`src/core/pdc_defines.svh`:
```
/*
  Constants of the power-down, self-test and shared-pin control block.
  Assumes inclusion by bare name from the package and the design file.
*/
`ifndef PDC_DEFINES_SVH
`define PDC_DEFINES_SVH

// register map, word addresses
`define PDC_ADDR_W          4
`define PDC_OFF_CTRL        4'h0
`define PDC_OFF_GPIO_OUT    4'h1
`define PDC_OFF_GPIO_OE     4'h2
`define PDC_OFF_FUNC_SEL    4'h3
`define PDC_OFF_STATUS      4'h4
`define PDC_OFF_GPIO_IN     4'h5

// field layout
`define PDC_NUM_GPIO        4
`define PDC_CTRL_AUDIO_EN   0
`define PDC_ST_ENABLE       0
`define PDC_ST_CLK_SEL      1
`define PDC_ST_IRQ_IN       2
`define PDC_ST_PLL_ON       3
`define PDC_ST_ACTIVE       4

// reset values: general io function, driving low
`define PDC_RST_GPIO_OUT    4'h0
`define PDC_RST_GPIO_OE     4'hF
`define PDC_RST_FUNC_SEL    4'h0
`define PDC_RST_CTRL        1'h0

// self-test clock choices
`define PDC_CLK_SEL_PIXEL   1'h0
`define PDC_CLK_SEL_33MHZ   1'h1

// pll settle after leaving power-down
`define PDC_PLL_LOCK_NS     1000
`define PDC_CLK_PERIOD_NS   100
`define PDC_PLL_LOCK_CYC    ((`PDC_PLL_LOCK_NS + `PDC_CLK_PERIOD_NS - 1) / `PDC_CLK_PERIOD_NS)
`define PDC_CNT_W           4

`endif

```
`src/core/pdc_pkg.sv`:
```
/*
  Types of the power-down and pin control block.
  Assumes pdc_defines.svh is on the include path.
*/
`include "pdc_defines.svh"

package pdc_pkg;

  typedef enum logic [1:0] {
    PDC_DOWN,
    PDC_WAKE,
    PDC_RUN
  } pdc_state_t;

  typedef struct packed {
    logic [`PDC_ADDR_W-1:0] addr;
    logic [31:0]            wdata;
    logic                   wr;
    logic                   rd;
  } pdc_bus_req_t;

  typedef struct packed {
    logic [`PDC_NUM_GPIO-1:0] o;
    logic [`PDC_NUM_GPIO-1:0] oe;
  } pdc_pin_drv_t;

  typedef struct packed {
    logic                     audio_data_out;
    logic                     audio_word_clk;
    logic                     audio_lane_c;
    logic                     audio_lane_d;
  } pdc_audio_t;

endpackage

```
`src/core/pdc_pin_ctrl.sv`:
```
/*
  Power-down sequencing, self-test pin decode and general io pin muxing.
  Assumes power_down_n, the self-test pins and io inputs come straight from pads
  and are synchronised here; audio signals come from logic on ref_clk_i.
*/
// The address-and-strobe port and the register offsets were decided locally.
`timescale 1ns/10ps
`default_nettype none

`include "pdc_defines.svh"

// Contract
// RL1 - power_down_n high: run, all state defaulted; here synchronisers and read data keep their values
// RL2 - power_down_n low: outputs tri-state, pll off
// RL3 - host holds power_down_n low until supplies
// RL4 - undriven power_down_n treated as low
// RL5 - self-test enable pin gates self-test mode
// RL6 - clock select: 0 pixel, 1 33MHz
// RL7 - shared pin is interrupt unless self-test
// RL8 - io zero: low default, else serial data
// RL9 - io one: low default, else word clock
// RL10 - io two: low default, else lane c
// RL11 - io three: low default, else lane d
// RL12 - function select cleared on power-down release
module pdc_pin_ctrl (
  // clock and reset
  input  wire logic                         ref_clk_i,
  input  wire logic                         rst_b_i,
  // control pins from the host
  input  wire logic                         power_down_n_i,
  input  wire logic                         self_test_enable_pin_i,
  input  wire logic                         self_test_clock_select_i,
  // general io pads
  input  wire logic [`PDC_NUM_GPIO-1:0]     general_io_i,
  output logic      [`PDC_NUM_GPIO-1:0]     general_io_o,
  output logic      [`PDC_NUM_GPIO-1:0]     general_io_oe_o,
  // audio sources
  input  wire pdc_pkg::pdc_audio_t          audio_i,
  // register port
  input  wire pdc_pkg::pdc_bus_req_t        bus_i,
  output logic      [31:0]                  rdata_o,
  // status toward the device
  output logic                              device_active_o,
  output logic                              pll_enable_o,
  output logic                              self_test_mode_o,
  output logic                              self_test_clk_sel_o,
  output logic                              interrupt_input_pin_o
);
  import pdc_pkg::*;

  typedef struct packed {
    logic [1:0]                 pd_sync;
    logic [1:0]                 en_sync;
    logic [1:0]                 cs_sync;
    logic [`PDC_NUM_GPIO-1:0]   gin_s1;
    logic [`PDC_NUM_GPIO-1:0]   gin_s2;
    pdc_state_t                 state;
    logic [`PDC_CNT_W-1:0]      cnt;
    logic                       audio_en;
    logic [`PDC_NUM_GPIO-1:0]   gpio_out;
    logic [`PDC_NUM_GPIO-1:0]   gpio_oe;
    logic [`PDC_NUM_GPIO-1:0]   func_sel;
    pdc_pin_drv_t               drv;
    logic [31:0]                rdata;
    logic                       active;
    logic                       pll_on;
    logic                       st_mode;
    logic                       st_clk;
    logic                       irq_in;
  } pdc_regs_t;

  pdc_regs_t regs_ff;
  pdc_regs_t nxt_regs;

  // audio function per pin, in pin order
  logic [`PDC_NUM_GPIO-1:0] audio_vec;
  assign audio_vec = {audio_i.audio_lane_d, audio_i.audio_lane_c,
                      audio_i.audio_word_clk, audio_i.audio_data_out};

  function automatic logic hit(input logic [`PDC_ADDR_W-1:0] a, input logic [`PDC_ADDR_W-1:0] off);
    hit = (a == off);
  endfunction

  // a pin leaves general io only with both enables set; shared by o and oe mux
  function automatic logic pin_is_audio(
    input logic en,
    input logic sel
  );
    pin_is_audio = en && sel;
  endfunction

  // shared pin as clock select: pixel clock unless self-test is on
  function automatic logic clk_sel_of(
    input logic st_on,
    input logic pin
  );
    clk_sel_of = st_on ? pin : `PDC_CLK_SEL_PIXEL;
  endfunction

  // shared pin as interrupt input: masked while self-test owns it
  function automatic logic irq_of(
    input logic st_on,
    input logic pin
  );
    irq_of = st_on ? 1'b0 : pin;
  endfunction

  // one bus write applied to a copy of the state
  function automatic pdc_regs_t write_regs(
    input pdc_regs_t    r,
    input pdc_bus_req_t b
  );
    pdc_regs_t n;
    n = r;
    if (hit(b.addr, `PDC_OFF_CTRL)) begin
      n.audio_en = b.wdata[`PDC_CTRL_AUDIO_EN];
    end
    if (hit(b.addr, `PDC_OFF_GPIO_OUT)) begin
      n.gpio_out = b.wdata[`PDC_NUM_GPIO-1:0];
    end
    if (hit(b.addr, `PDC_OFF_GPIO_OE)) begin
      n.gpio_oe = b.wdata[`PDC_NUM_GPIO-1:0];
    end
    if (hit(b.addr, `PDC_OFF_FUNC_SEL)) begin
      n.func_sel = b.wdata[`PDC_NUM_GPIO-1:0];
    end
    write_regs = n;
  endfunction

  // register read view; unmapped offsets read as zero
  function automatic logic [31:0] read_word(
    input pdc_regs_t              r,
    input logic [`PDC_ADDR_W-1:0] a
  );
    logic [31:0] w;
    w = 32'h0000_0000;
    case (a)
      `PDC_OFF_CTRL: begin
        w[`PDC_CTRL_AUDIO_EN] = r.audio_en;
      end
      `PDC_OFF_GPIO_OUT: begin
        w[`PDC_NUM_GPIO-1:0] = r.gpio_out;
      end
      `PDC_OFF_GPIO_OE: begin
        w[`PDC_NUM_GPIO-1:0] = r.gpio_oe;
      end
      `PDC_OFF_FUNC_SEL: begin
        w[`PDC_NUM_GPIO-1:0] = r.func_sel;
      end
      `PDC_OFF_GPIO_IN: begin
        w[`PDC_NUM_GPIO-1:0] = r.gin_s2;
      end
      `PDC_OFF_STATUS: begin
        w[`PDC_ST_ENABLE]  = r.st_mode;
        w[`PDC_ST_CLK_SEL] = r.st_clk;
        w[`PDC_ST_IRQ_IN]  = r.irq_in;
        w[`PDC_ST_PLL_ON]  = r.pll_on;
        w[`PDC_ST_ACTIVE]  = r.active;
      end
      default: begin
        w = 32'h0000_0000;
      end
    endcase
    read_word = w;
  endfunction

  // power-down: pins and pll back to their defaults
  function automatic pdc_regs_t down_defaults(
    input pdc_regs_t r
  );
    pdc_regs_t n;
    n = r;
    n.state    = PDC_DOWN;
    n.cnt      = '0;
    n.audio_en = `PDC_RST_CTRL;
    n.gpio_out = `PDC_RST_GPIO_OUT;
    n.gpio_oe  = `PDC_RST_GPIO_OE;
    n.func_sel = `PDC_RST_FUNC_SEL; // RL12
    n.drv      = '0;
    n.pll_on   = 1'b0;
    n.active   = 1'b0;
    n.st_mode  = 1'b0;
    n.st_clk   = `PDC_CLK_SEL_PIXEL;
    n.irq_in   = 1'b0;
    down_defaults = n;
  endfunction

  logic                     powered;
  logic                     st_mode_now;
  logic [`PDC_NUM_GPIO-1:0] mux_o;
  logic [`PDC_NUM_GPIO-1:0] mux_oe;

  assign powered     = regs_ff.pd_sync[1];
  assign st_mode_now = regs_ff.en_sync[1];

  // per-pin function mux
  genvar gi;
  generate
    for (gi = 0; gi < `PDC_NUM_GPIO; gi++) begin : g_pin
      // pin gi: general io by default, audio only when selected
      assign mux_o[gi]  = pin_is_audio(regs_ff.audio_en, regs_ff.func_sel[gi]) ? audio_vec[gi] : regs_ff.gpio_out[gi];
      assign mux_oe[gi] = pin_is_audio(regs_ff.audio_en, regs_ff.func_sel[gi]) ? 1'b1 : regs_ff.gpio_oe[gi];
    end
  endgenerate

  always_comb begin
    nxt_regs = regs_ff;
    // pads come from the host domain; two stages before any use
    nxt_regs.pd_sync = {regs_ff.pd_sync[0], power_down_n_i};
    nxt_regs.en_sync = {regs_ff.en_sync[0], self_test_enable_pin_i};
    nxt_regs.cs_sync = {regs_ff.cs_sync[0], self_test_clock_select_i};
    nxt_regs.gin_s1  = general_io_i;
    nxt_regs.gin_s2  = regs_ff.gin_s1;
    nxt_regs.rdata   = 32'h0000_0000;

    case (regs_ff.state)
      PDC_DOWN: begin
        nxt_regs.pll_on = 1'b0;
        nxt_regs.active = 1'b0;
        nxt_regs.drv.oe = '0;
        // pad pulldown makes a floating pin read low, so we stay here  RL4
        if (powered) begin
          nxt_regs.state = PDC_WAKE;
          nxt_regs.cnt   = `PDC_CNT_W'(`PDC_PLL_LOCK_CYC);
        end
      end
      PDC_WAKE: begin
        nxt_regs.pll_on = 1'b1;
        nxt_regs.active = 1'b0;
        nxt_regs.drv.oe = '0;
        if (regs_ff.cnt == `PDC_CNT_W'(0)) begin
          nxt_regs.state = PDC_RUN;
        end else begin
          nxt_regs.cnt = regs_ff.cnt - `PDC_CNT_W'(1);
        end
      end
      PDC_RUN: begin
        // left only through the power-down pin, handled below
        nxt_regs.pll_on = 1'b1;
        nxt_regs.active = 1'b1;
        nxt_regs.drv.oe = mux_oe;
      end
      default: begin
        nxt_regs.state  = PDC_DOWN;
        nxt_regs.pll_on = 1'b0;
        nxt_regs.active = 1'b0;
        nxt_regs.drv.oe = '0;
      end
    endcase

    // register writes only while running
    if (regs_ff.state == PDC_RUN && bus_i.wr) begin
      nxt_regs = write_regs(nxt_regs, bus_i);
    end
    // read data stands for the one cycle after the strobe
    if (bus_i.rd) begin
      nxt_regs.rdata = read_word(regs_ff, bus_i.addr);
    end

    // self-test decode  RL5
    nxt_regs.st_mode = st_mode_now;
    // shared pin: clock select only in self-test, else interrupt input  RL7
    nxt_regs.st_clk = clk_sel_of(st_mode_now, regs_ff.cs_sync[1]); // RL6
    nxt_regs.irq_in = irq_of(st_mode_now, regs_ff.cs_sync[1]);

    nxt_regs.drv.o  = mux_o; // RL8 RL9 RL10 RL11

    // power-down: control, pin and status state back to defaults (synchronisers and read data kept), pads released, pll off  RL2
    if (!powered) begin
      nxt_regs = down_defaults(nxt_regs); // RL1
    end
  end

  always_ff @(posedge ref_clk_i or negedge rst_b_i) begin
    if (!rst_b_i) begin
      regs_ff.pd_sync  <= '0;
      regs_ff.en_sync  <= '0;
      regs_ff.cs_sync  <= '0;
      regs_ff.gin_s1   <= '0;
      regs_ff.gin_s2   <= '0;
      regs_ff.state    <= PDC_DOWN;
      regs_ff.cnt      <= '0;
      regs_ff.audio_en <= `PDC_RST_CTRL;
      regs_ff.gpio_out <= `PDC_RST_GPIO_OUT;
      regs_ff.gpio_oe  <= `PDC_RST_GPIO_OE;
      regs_ff.func_sel <= `PDC_RST_FUNC_SEL;
      regs_ff.drv      <= '0;
      regs_ff.rdata    <= '0;
      regs_ff.active   <= 1'b0;
      regs_ff.pll_on   <= 1'b0;
      regs_ff.st_mode  <= 1'b0;
      regs_ff.st_clk   <= `PDC_CLK_SEL_PIXEL;
      regs_ff.irq_in   <= 1'b0;
    end else begin
      regs_ff <= nxt_regs; // RL1
    end
  end

  assign general_io_o          = regs_ff.drv.o;
  assign general_io_oe_o       = regs_ff.drv.oe;
  assign rdata_o               = regs_ff.rdata;
  assign device_active_o       = regs_ff.active;
  assign pll_enable_o          = regs_ff.pll_on;
  assign self_test_mode_o      = regs_ff.st_mode;
  assign self_test_clk_sel_o   = regs_ff.st_clk;
  assign interrupt_input_pin_o = regs_ff.irq_in;

endmodule

`default_nettype wire

```
`config.mk`:
```
export PLATFORM = sky130hd
export DESIGN_NAME = pdc_pin_ctrl
export DESIGN_NICKNAME = d
export VERILOG_FILES = /design/src/core/pdc_pkg.sv /design/src/core/pdc_pin_ctrl.sv
export VERILOG_INCLUDE_DIRS = /design/src /design/src/core
export SDC_FILE = /design/constraint.sdc
export NUM_CORES = 1
export LEC_CHECK = 0
export BUFFER_PORTS_ARGS = -buffer_cell sky130_fd_sc_hd__buf_2
export CAP_MARGIN = 20
export CELL_PAD_IN_SITES_DETAIL_PLACEMENT = 1
export CELL_PAD_IN_SITES_GLOBAL_PLACEMENT = 1
export CORE_MARGIN = 10
export CORE_UTILIZATION = 36
export DETAILED_ROUTE_END_ITERATION = 7
export GPL_TIMING_DRIVEN = 0
export PLACE_DENSITY = 0.79
export SYNTH_ARGS = -nofsm -noshare
export SYNTH_HDL_FRONTEND = slang
export SYNTH_SLANG_ARGS = --single-unit
```
`constraint.sdc`:
```
create_clock -name ref_clk_i -period 2.1 [get_ports ref_clk_i]
set_input_delay 0.42 -clock ref_clk_i [delete_from_list [all_inputs] [get_ports ref_clk_i]]
set_output_delay 0.42 -clock ref_clk_i [all_outputs]
set_load 0.01 [all_outputs]
```
* Yosys cells after proc, flatten, opt, wreduce, memory -nomap -nowiden
Index checks and enable logic that the tools add are counted.
** Operators by class
- Equality and inequality tests :: 12
- Reductions and logical operators :: 12
- Add/subtract/negate cells :: 1
- Mux-type cells :: 27
** Operators by type and width (number)
- 2-to-1 mux 64 bit :: 1
- 2-to-1 mux 58 bit :: 1
- 2-to-1 mux 32 bit :: 1
- 2-to-1 mux 4 bit :: 5
- one-hot mux 3 bit (5 select lines) :: 1
- 2-to-1 mux 1 bit :: 12
- inequality test 2 x 1 -> 1 bit, second input constant :: 5
- == test 4 x 2 -> 1 bit, second input constant :: 2
- == test 4 x 3 -> 1 bit, second input constant :: 2
- zero test 4 bit :: 2
- one-hot mux 4 bit (2 select lines) :: 1
- AND reduction 2 bit :: 4
- 2-to-1 mux 6 bit :: 1
- one-hot mux 1 bit (6 select lines) :: 1
- one-hot mux 2 bit (3 select lines) :: 1
- logical AND 1 bit :: 5
- == test 4 x 1 -> 1 bit, second input constant :: 1
- one-hot mux 2 bit (2 select lines) :: 1
- subtractor 4 x 1 -> 4 bit, second input constant :: 1
- == test 2 x 1 -> 1 bit, second input constant :: 1
- == test 2 bit, second input constant :: 1
- zero test 2 bit :: 1
- 2-to-1 mux 2 bit :: 1
** Storage, ports and cells
- Bits of input ports :: 51
- Bits in registers :: 78
- Word-level logic and storage cells :: 71

* Logic depth before layout (Yosys ltp)
- Depth in word-level cells :: 6
- Depth in mapped cells :: 6
- Mapped depth without buffers :: 5

* Least setup slack after synthesis
Ideal clock, no wire load.
- Path type :: flip-flop to flip-flop
- From :: register regs_ff[58] (netlist bit)
- To :: register regs_ff[59] (netlist bit)
- Data arrival time :: 1.512 ns
- Library setup time :: 0.073 ns
- Buffers on the path :: 1
- Cell stages (with the launch flop) :: 7
- Period minus slack after synthesis :: 1.585 ns
- Path slack :: 0.515 ns
- Cells stage by stage :: dfrtp_1 -> inv_1 -> ha_1 -> or3b_1 -> buf_6 -> mux2_4 -> a21oi_2
** Between the ends
- Longest elaborated chain between the ends :: 4
- Elaborated cells on any way between the ends :: 5
- Those cells by class :: add/sub (1); mux (3); reduce/logical (1)
** RTL lines
- start, declared :: line pdc_pin_ctrl.sv:72 : pdc_regs_t regs_ff;
- start signal, assigned :: line pdc_pin_ctrl.sv:295 : regs_ff <= nxt_regs;
- subtractor 4 x 1 -> 4 bit / zero test 4 bit (equally long branches) :: line pdc_pin_ctrl.sv:234, pdc_pin_ctrl.sv:231
- 2-to-1 mux 4 bit (*) :: line pdc_pin_ctrl.sv:231 : if (regs_ff.cnt == `PDC_CNT_W'(0)) begin
- one-hot mux 4 bit (2 select lines) (*) :: line pdc_pin_ctrl.sv:216 : case (regs_ff.state)
- 2-to-1 mux 64 bit (*) :: line pdc_pin_ctrl.sv:269 : if (!powered) begin
Mark *: on every way between the ends. The rest lies on a longest branch, timed or not.
A chain may end at the register's enable or synchronous reset.

* Worst setup path in the final report
Same ends and word-level chain as after synthesis.

==> flow_summary.json <==
{
  "outcome": "complete, no violations",
  "power_frac_clock_pct": 27.5,
  "port_buffers": 40,
  "min_path_type": "input port to async pin",
  "finalCriticalPeriod_ns": 1.698,
  "cts_sinks": 51,
  "r2r-end": "regs_ff[59]",
  "endpoint": "regs_ff[59]",
  "numCtsBuffers": 5,
  "p_leak_nw": 1.508,
  "synth_area_leader_cell": "dfrtp_1",
  "cts_tree": "built",
  "postSynthAreaPerCell_um2": 10.45,
  "slowest_delay_ns": 0.40,
  "rows": 30,
  "worstPathArrival_ns": 1.94,
  "synth_area_leaders": "dfrtp_1 47%, buf_4 12%, a21oi_1 4.6%",
  "post-place-ws_ns": 0.4023,
  "h-tree-depth": 2,
  "drv_slew": 0,
  "cts_resized": 0,
  "track_usage_pct": 12.19,
  "synth_flop_cell": "dfrtp_1",
  "drive_gt1_share_pct": 34.29,
  "cts_buffer_depth": 2,
  "die_y_um": 103.5,
  "endpoint_kind": "flop",
  "path_clk_slew_ns": 0.09,
  "finalSetupViolCount": 0,
  "gp_congestion": 0.8155,
  "critPathLaunch": "regs_ff[58]",
  "r2r-start": "regs_ff[58]",
  "power.internal_mw": 1.725,
  "io_pins": 96,
  "syn-instance-count": 240,
  "worst_slack_ns": 0.4015,
  "ys_seq_elements": 51,
  "synth_cell_types": 44,
  "cp_max_fo": 6,
  "rsz0062_at_grt": "no",
  "synth_seq_area_share_pct": 51.07,
  "path_cells": "inv_1 > ha_1 > or3b_1 > buf_6 > mux2_4 > a21oi_2",
  "grt_antenna_before_repair": 0,
  "via_per_inst": 4.664,
  "dr.pass1.iters": 4,
  "drcViolationCount": 0,
  "postCtsHoldBufs": 0,
  "synth_edf_count": 0,
  "hpwlAfterDp_um": 4986,
  "clk_latency_ns": 0.31,
  "cts_root_buf": "clkbuf_8",
  "p_total_mw": 2.448,
  "vias": 1917,
  "avgRoutedWirePerCell_um": 15.43,
  "drt-total-wl_um": 6340,
  "drt-initial-drc-count": 42,
  "antenna_left": 0,
  "start_util_pct": 36.92,
  "final_common_cell": "dfrtp_1",
  "synth_top_area_share_pct": 46.88,
  "grt_overflow": 0,
  "worst_pin_slew_ns": 0.5483,
  "area_growth_syn_to_layout_pct": 21.70,
  "fin_crit_sh_pct": 80.88,
  "antenna_cells": 0,
  "fmax_mhz": 588.8,
  "core_mm2": 0.006794,
  "grt_pass1_vias": 2117,
  "die_area_mm2": 0.01071,
  "die_w_um": 103.5,
  "r2r_slack_ns": 0.40,
  "power.density_mw_per_mm2": 802.0,
  "yosysWarnings": 0,
  "p_sw_share_pct": 29.53,
  "synth.cell_area_mm2": 0.002509,
  "maxCapViolations": 0,
  "async_reset_ff_share_pct": 100.0,
  "nNetsFinal": 370,
  "hold_viol": 0,
  "cp_data_required_time_ns": 2.34,
  "cpMaxStageDelayCell": "dfrtp_1",
  "timing.setup.tns_ns": 0,
  "hold_ws_ns": 0.07585,
  "grt_pass1_wl_um": 10040,
  "power_frac_seq_pct": 45.9,
  "pwr-share-comb_pct": 26.6,
  "peakVddDrop_mv": 0.4139,
  "cts_setup_buffers": 0,
  "reg2reg_depth": 6,
  "crit_type": "flop to flop",
  "slew_headroom_pct": 63.35,
  "finClkSkew_ns": 0.007842,
  "p_sw_mw": 0.7231,
  "start_kind": "flop",
  "final_cell_mix": "47 x dfrtp_1, 42 x buf_2, 40 x buf_4, 27 x conb_1",
  "grt_max_degree": 30
}
==> state kept, by name, indices dropped and copies added (netlist names) <==
name                   cells
device_active_o            1
general_io_o               4
self_test_mode_o           1
powered                    1
interrupt_input_pin_o      1
pll_enable_o               1
self_test_clk_sel_o        1
general_io_oe_o            4
regs_ff                   32
rdata_o                    5
==> per-stage QoR <==
step                instances  cell area, um^2  util (%)
floorplan                 266             2606         -
global placement          402             2927     43.08
detailed placement        403             2947     43.37
CTS                       411             3053     44.94
global route              411             3053     44.94
finish                    411             3053     44.94
==> cells by family after synthesis <==
logic type | count (synthesis) | synth area share (%)
buffers and inverters | 57 | 14.91
AO/OA/AOI/OAI | 48 | 11.17
other | 1 | 0.1495
multiplexers | 10 | 5.037
flip-flops | 51 | 51.07
AND/OR/NAND/NOR | 67 | 14.81
adder cells (fa/ha/maj) | 5 | 2.494
XOR/XNOR | 1 | 0.3492
==> cell usage after synthesis (2+ instances only) <==
cell      instances
clkbuf_1          7
a32oi_1           2
nand3_1          23
buf_2             2
o31ai_1           2
ha_1              5
and2_1            2
nand3b_1          2
buf_4            40
dfstp_2           4
nand2_1          15
nor2_1            7
and3_1            2
nand2b_1          3
dfrtp_1          47
nor4b_2           2
a21oi_1          23
nor4_1            2
inv_1             7
o21ai_0          13
mux2_2            7
==> worst max-delay path, delay by kind of cell, from the launching register on <==
kind,cells,cell delay [ns]
buf+inv,2,0.29
fa+ha+maj,1,0.16
flops,1,0.40
simple gates,1,0.35
compound gates,1,0.14
mux,1,0.29
==> metal layers <==
metal | up-vias | track usage [%] | routed length [um]
met5 | - | 0 | 0
met4 | 0 | 3.316 | 93
met3 | 9 | 3.721 | 395
met2 | 46 | 23.10 | 3458
met1 | 950 | 12.61 | 2393
li1 | 912 | - | -
==> power groups by stage <==
| stage | Combinational, mW | Clock, mW | Sequential, mW |
|---|---|---|---|
| 5_1_grt | 0.725 | 0.734 | 1.14 |
| 3_5_place_dp | 0.659 | 0 | 1.14 |
| 4_1_cts | 0.661 | 0.693 | 1.13 |
| 2_1_floorplan | 0.477 | 0 | 1.13 |
| 3_3_place_gp | 0.618 | 0 | 1.14 |
| 6_report | 0.652 | 0.673 | 1.12 |
==> final cells by class <==
class | instances | area (um^2)
Inverter | 7 | 26.28
Clock buffer | 7 | 76.32
Fill cell | 773 | 3741
Timing Repair Buffer | 41 | 220.2
Buffer | 50 | 347.8
Sequential cell | 51 | 1281
Tap cell | 96 | 120.1
Clock inverter | 1 | 30.03
Multi-Input combinational cell | 158 | 950.9
==> worst min-delay path by stage <==
stage	start	end	depth (start not counted)
after detailed placement	regs_ff[68]	regs_ff[64]	0
after global routing	rst_b_i	general_io_o[2]	1
final	rst_b_i	general_io_o[2]	1
after CTS	rst_b_i	general_io_o[2]	1
after global placement	regs_ff[76]	powered	0
after floorplan	rst_b_i	device_active_o	0
Power figures use the tool's default switching activity.
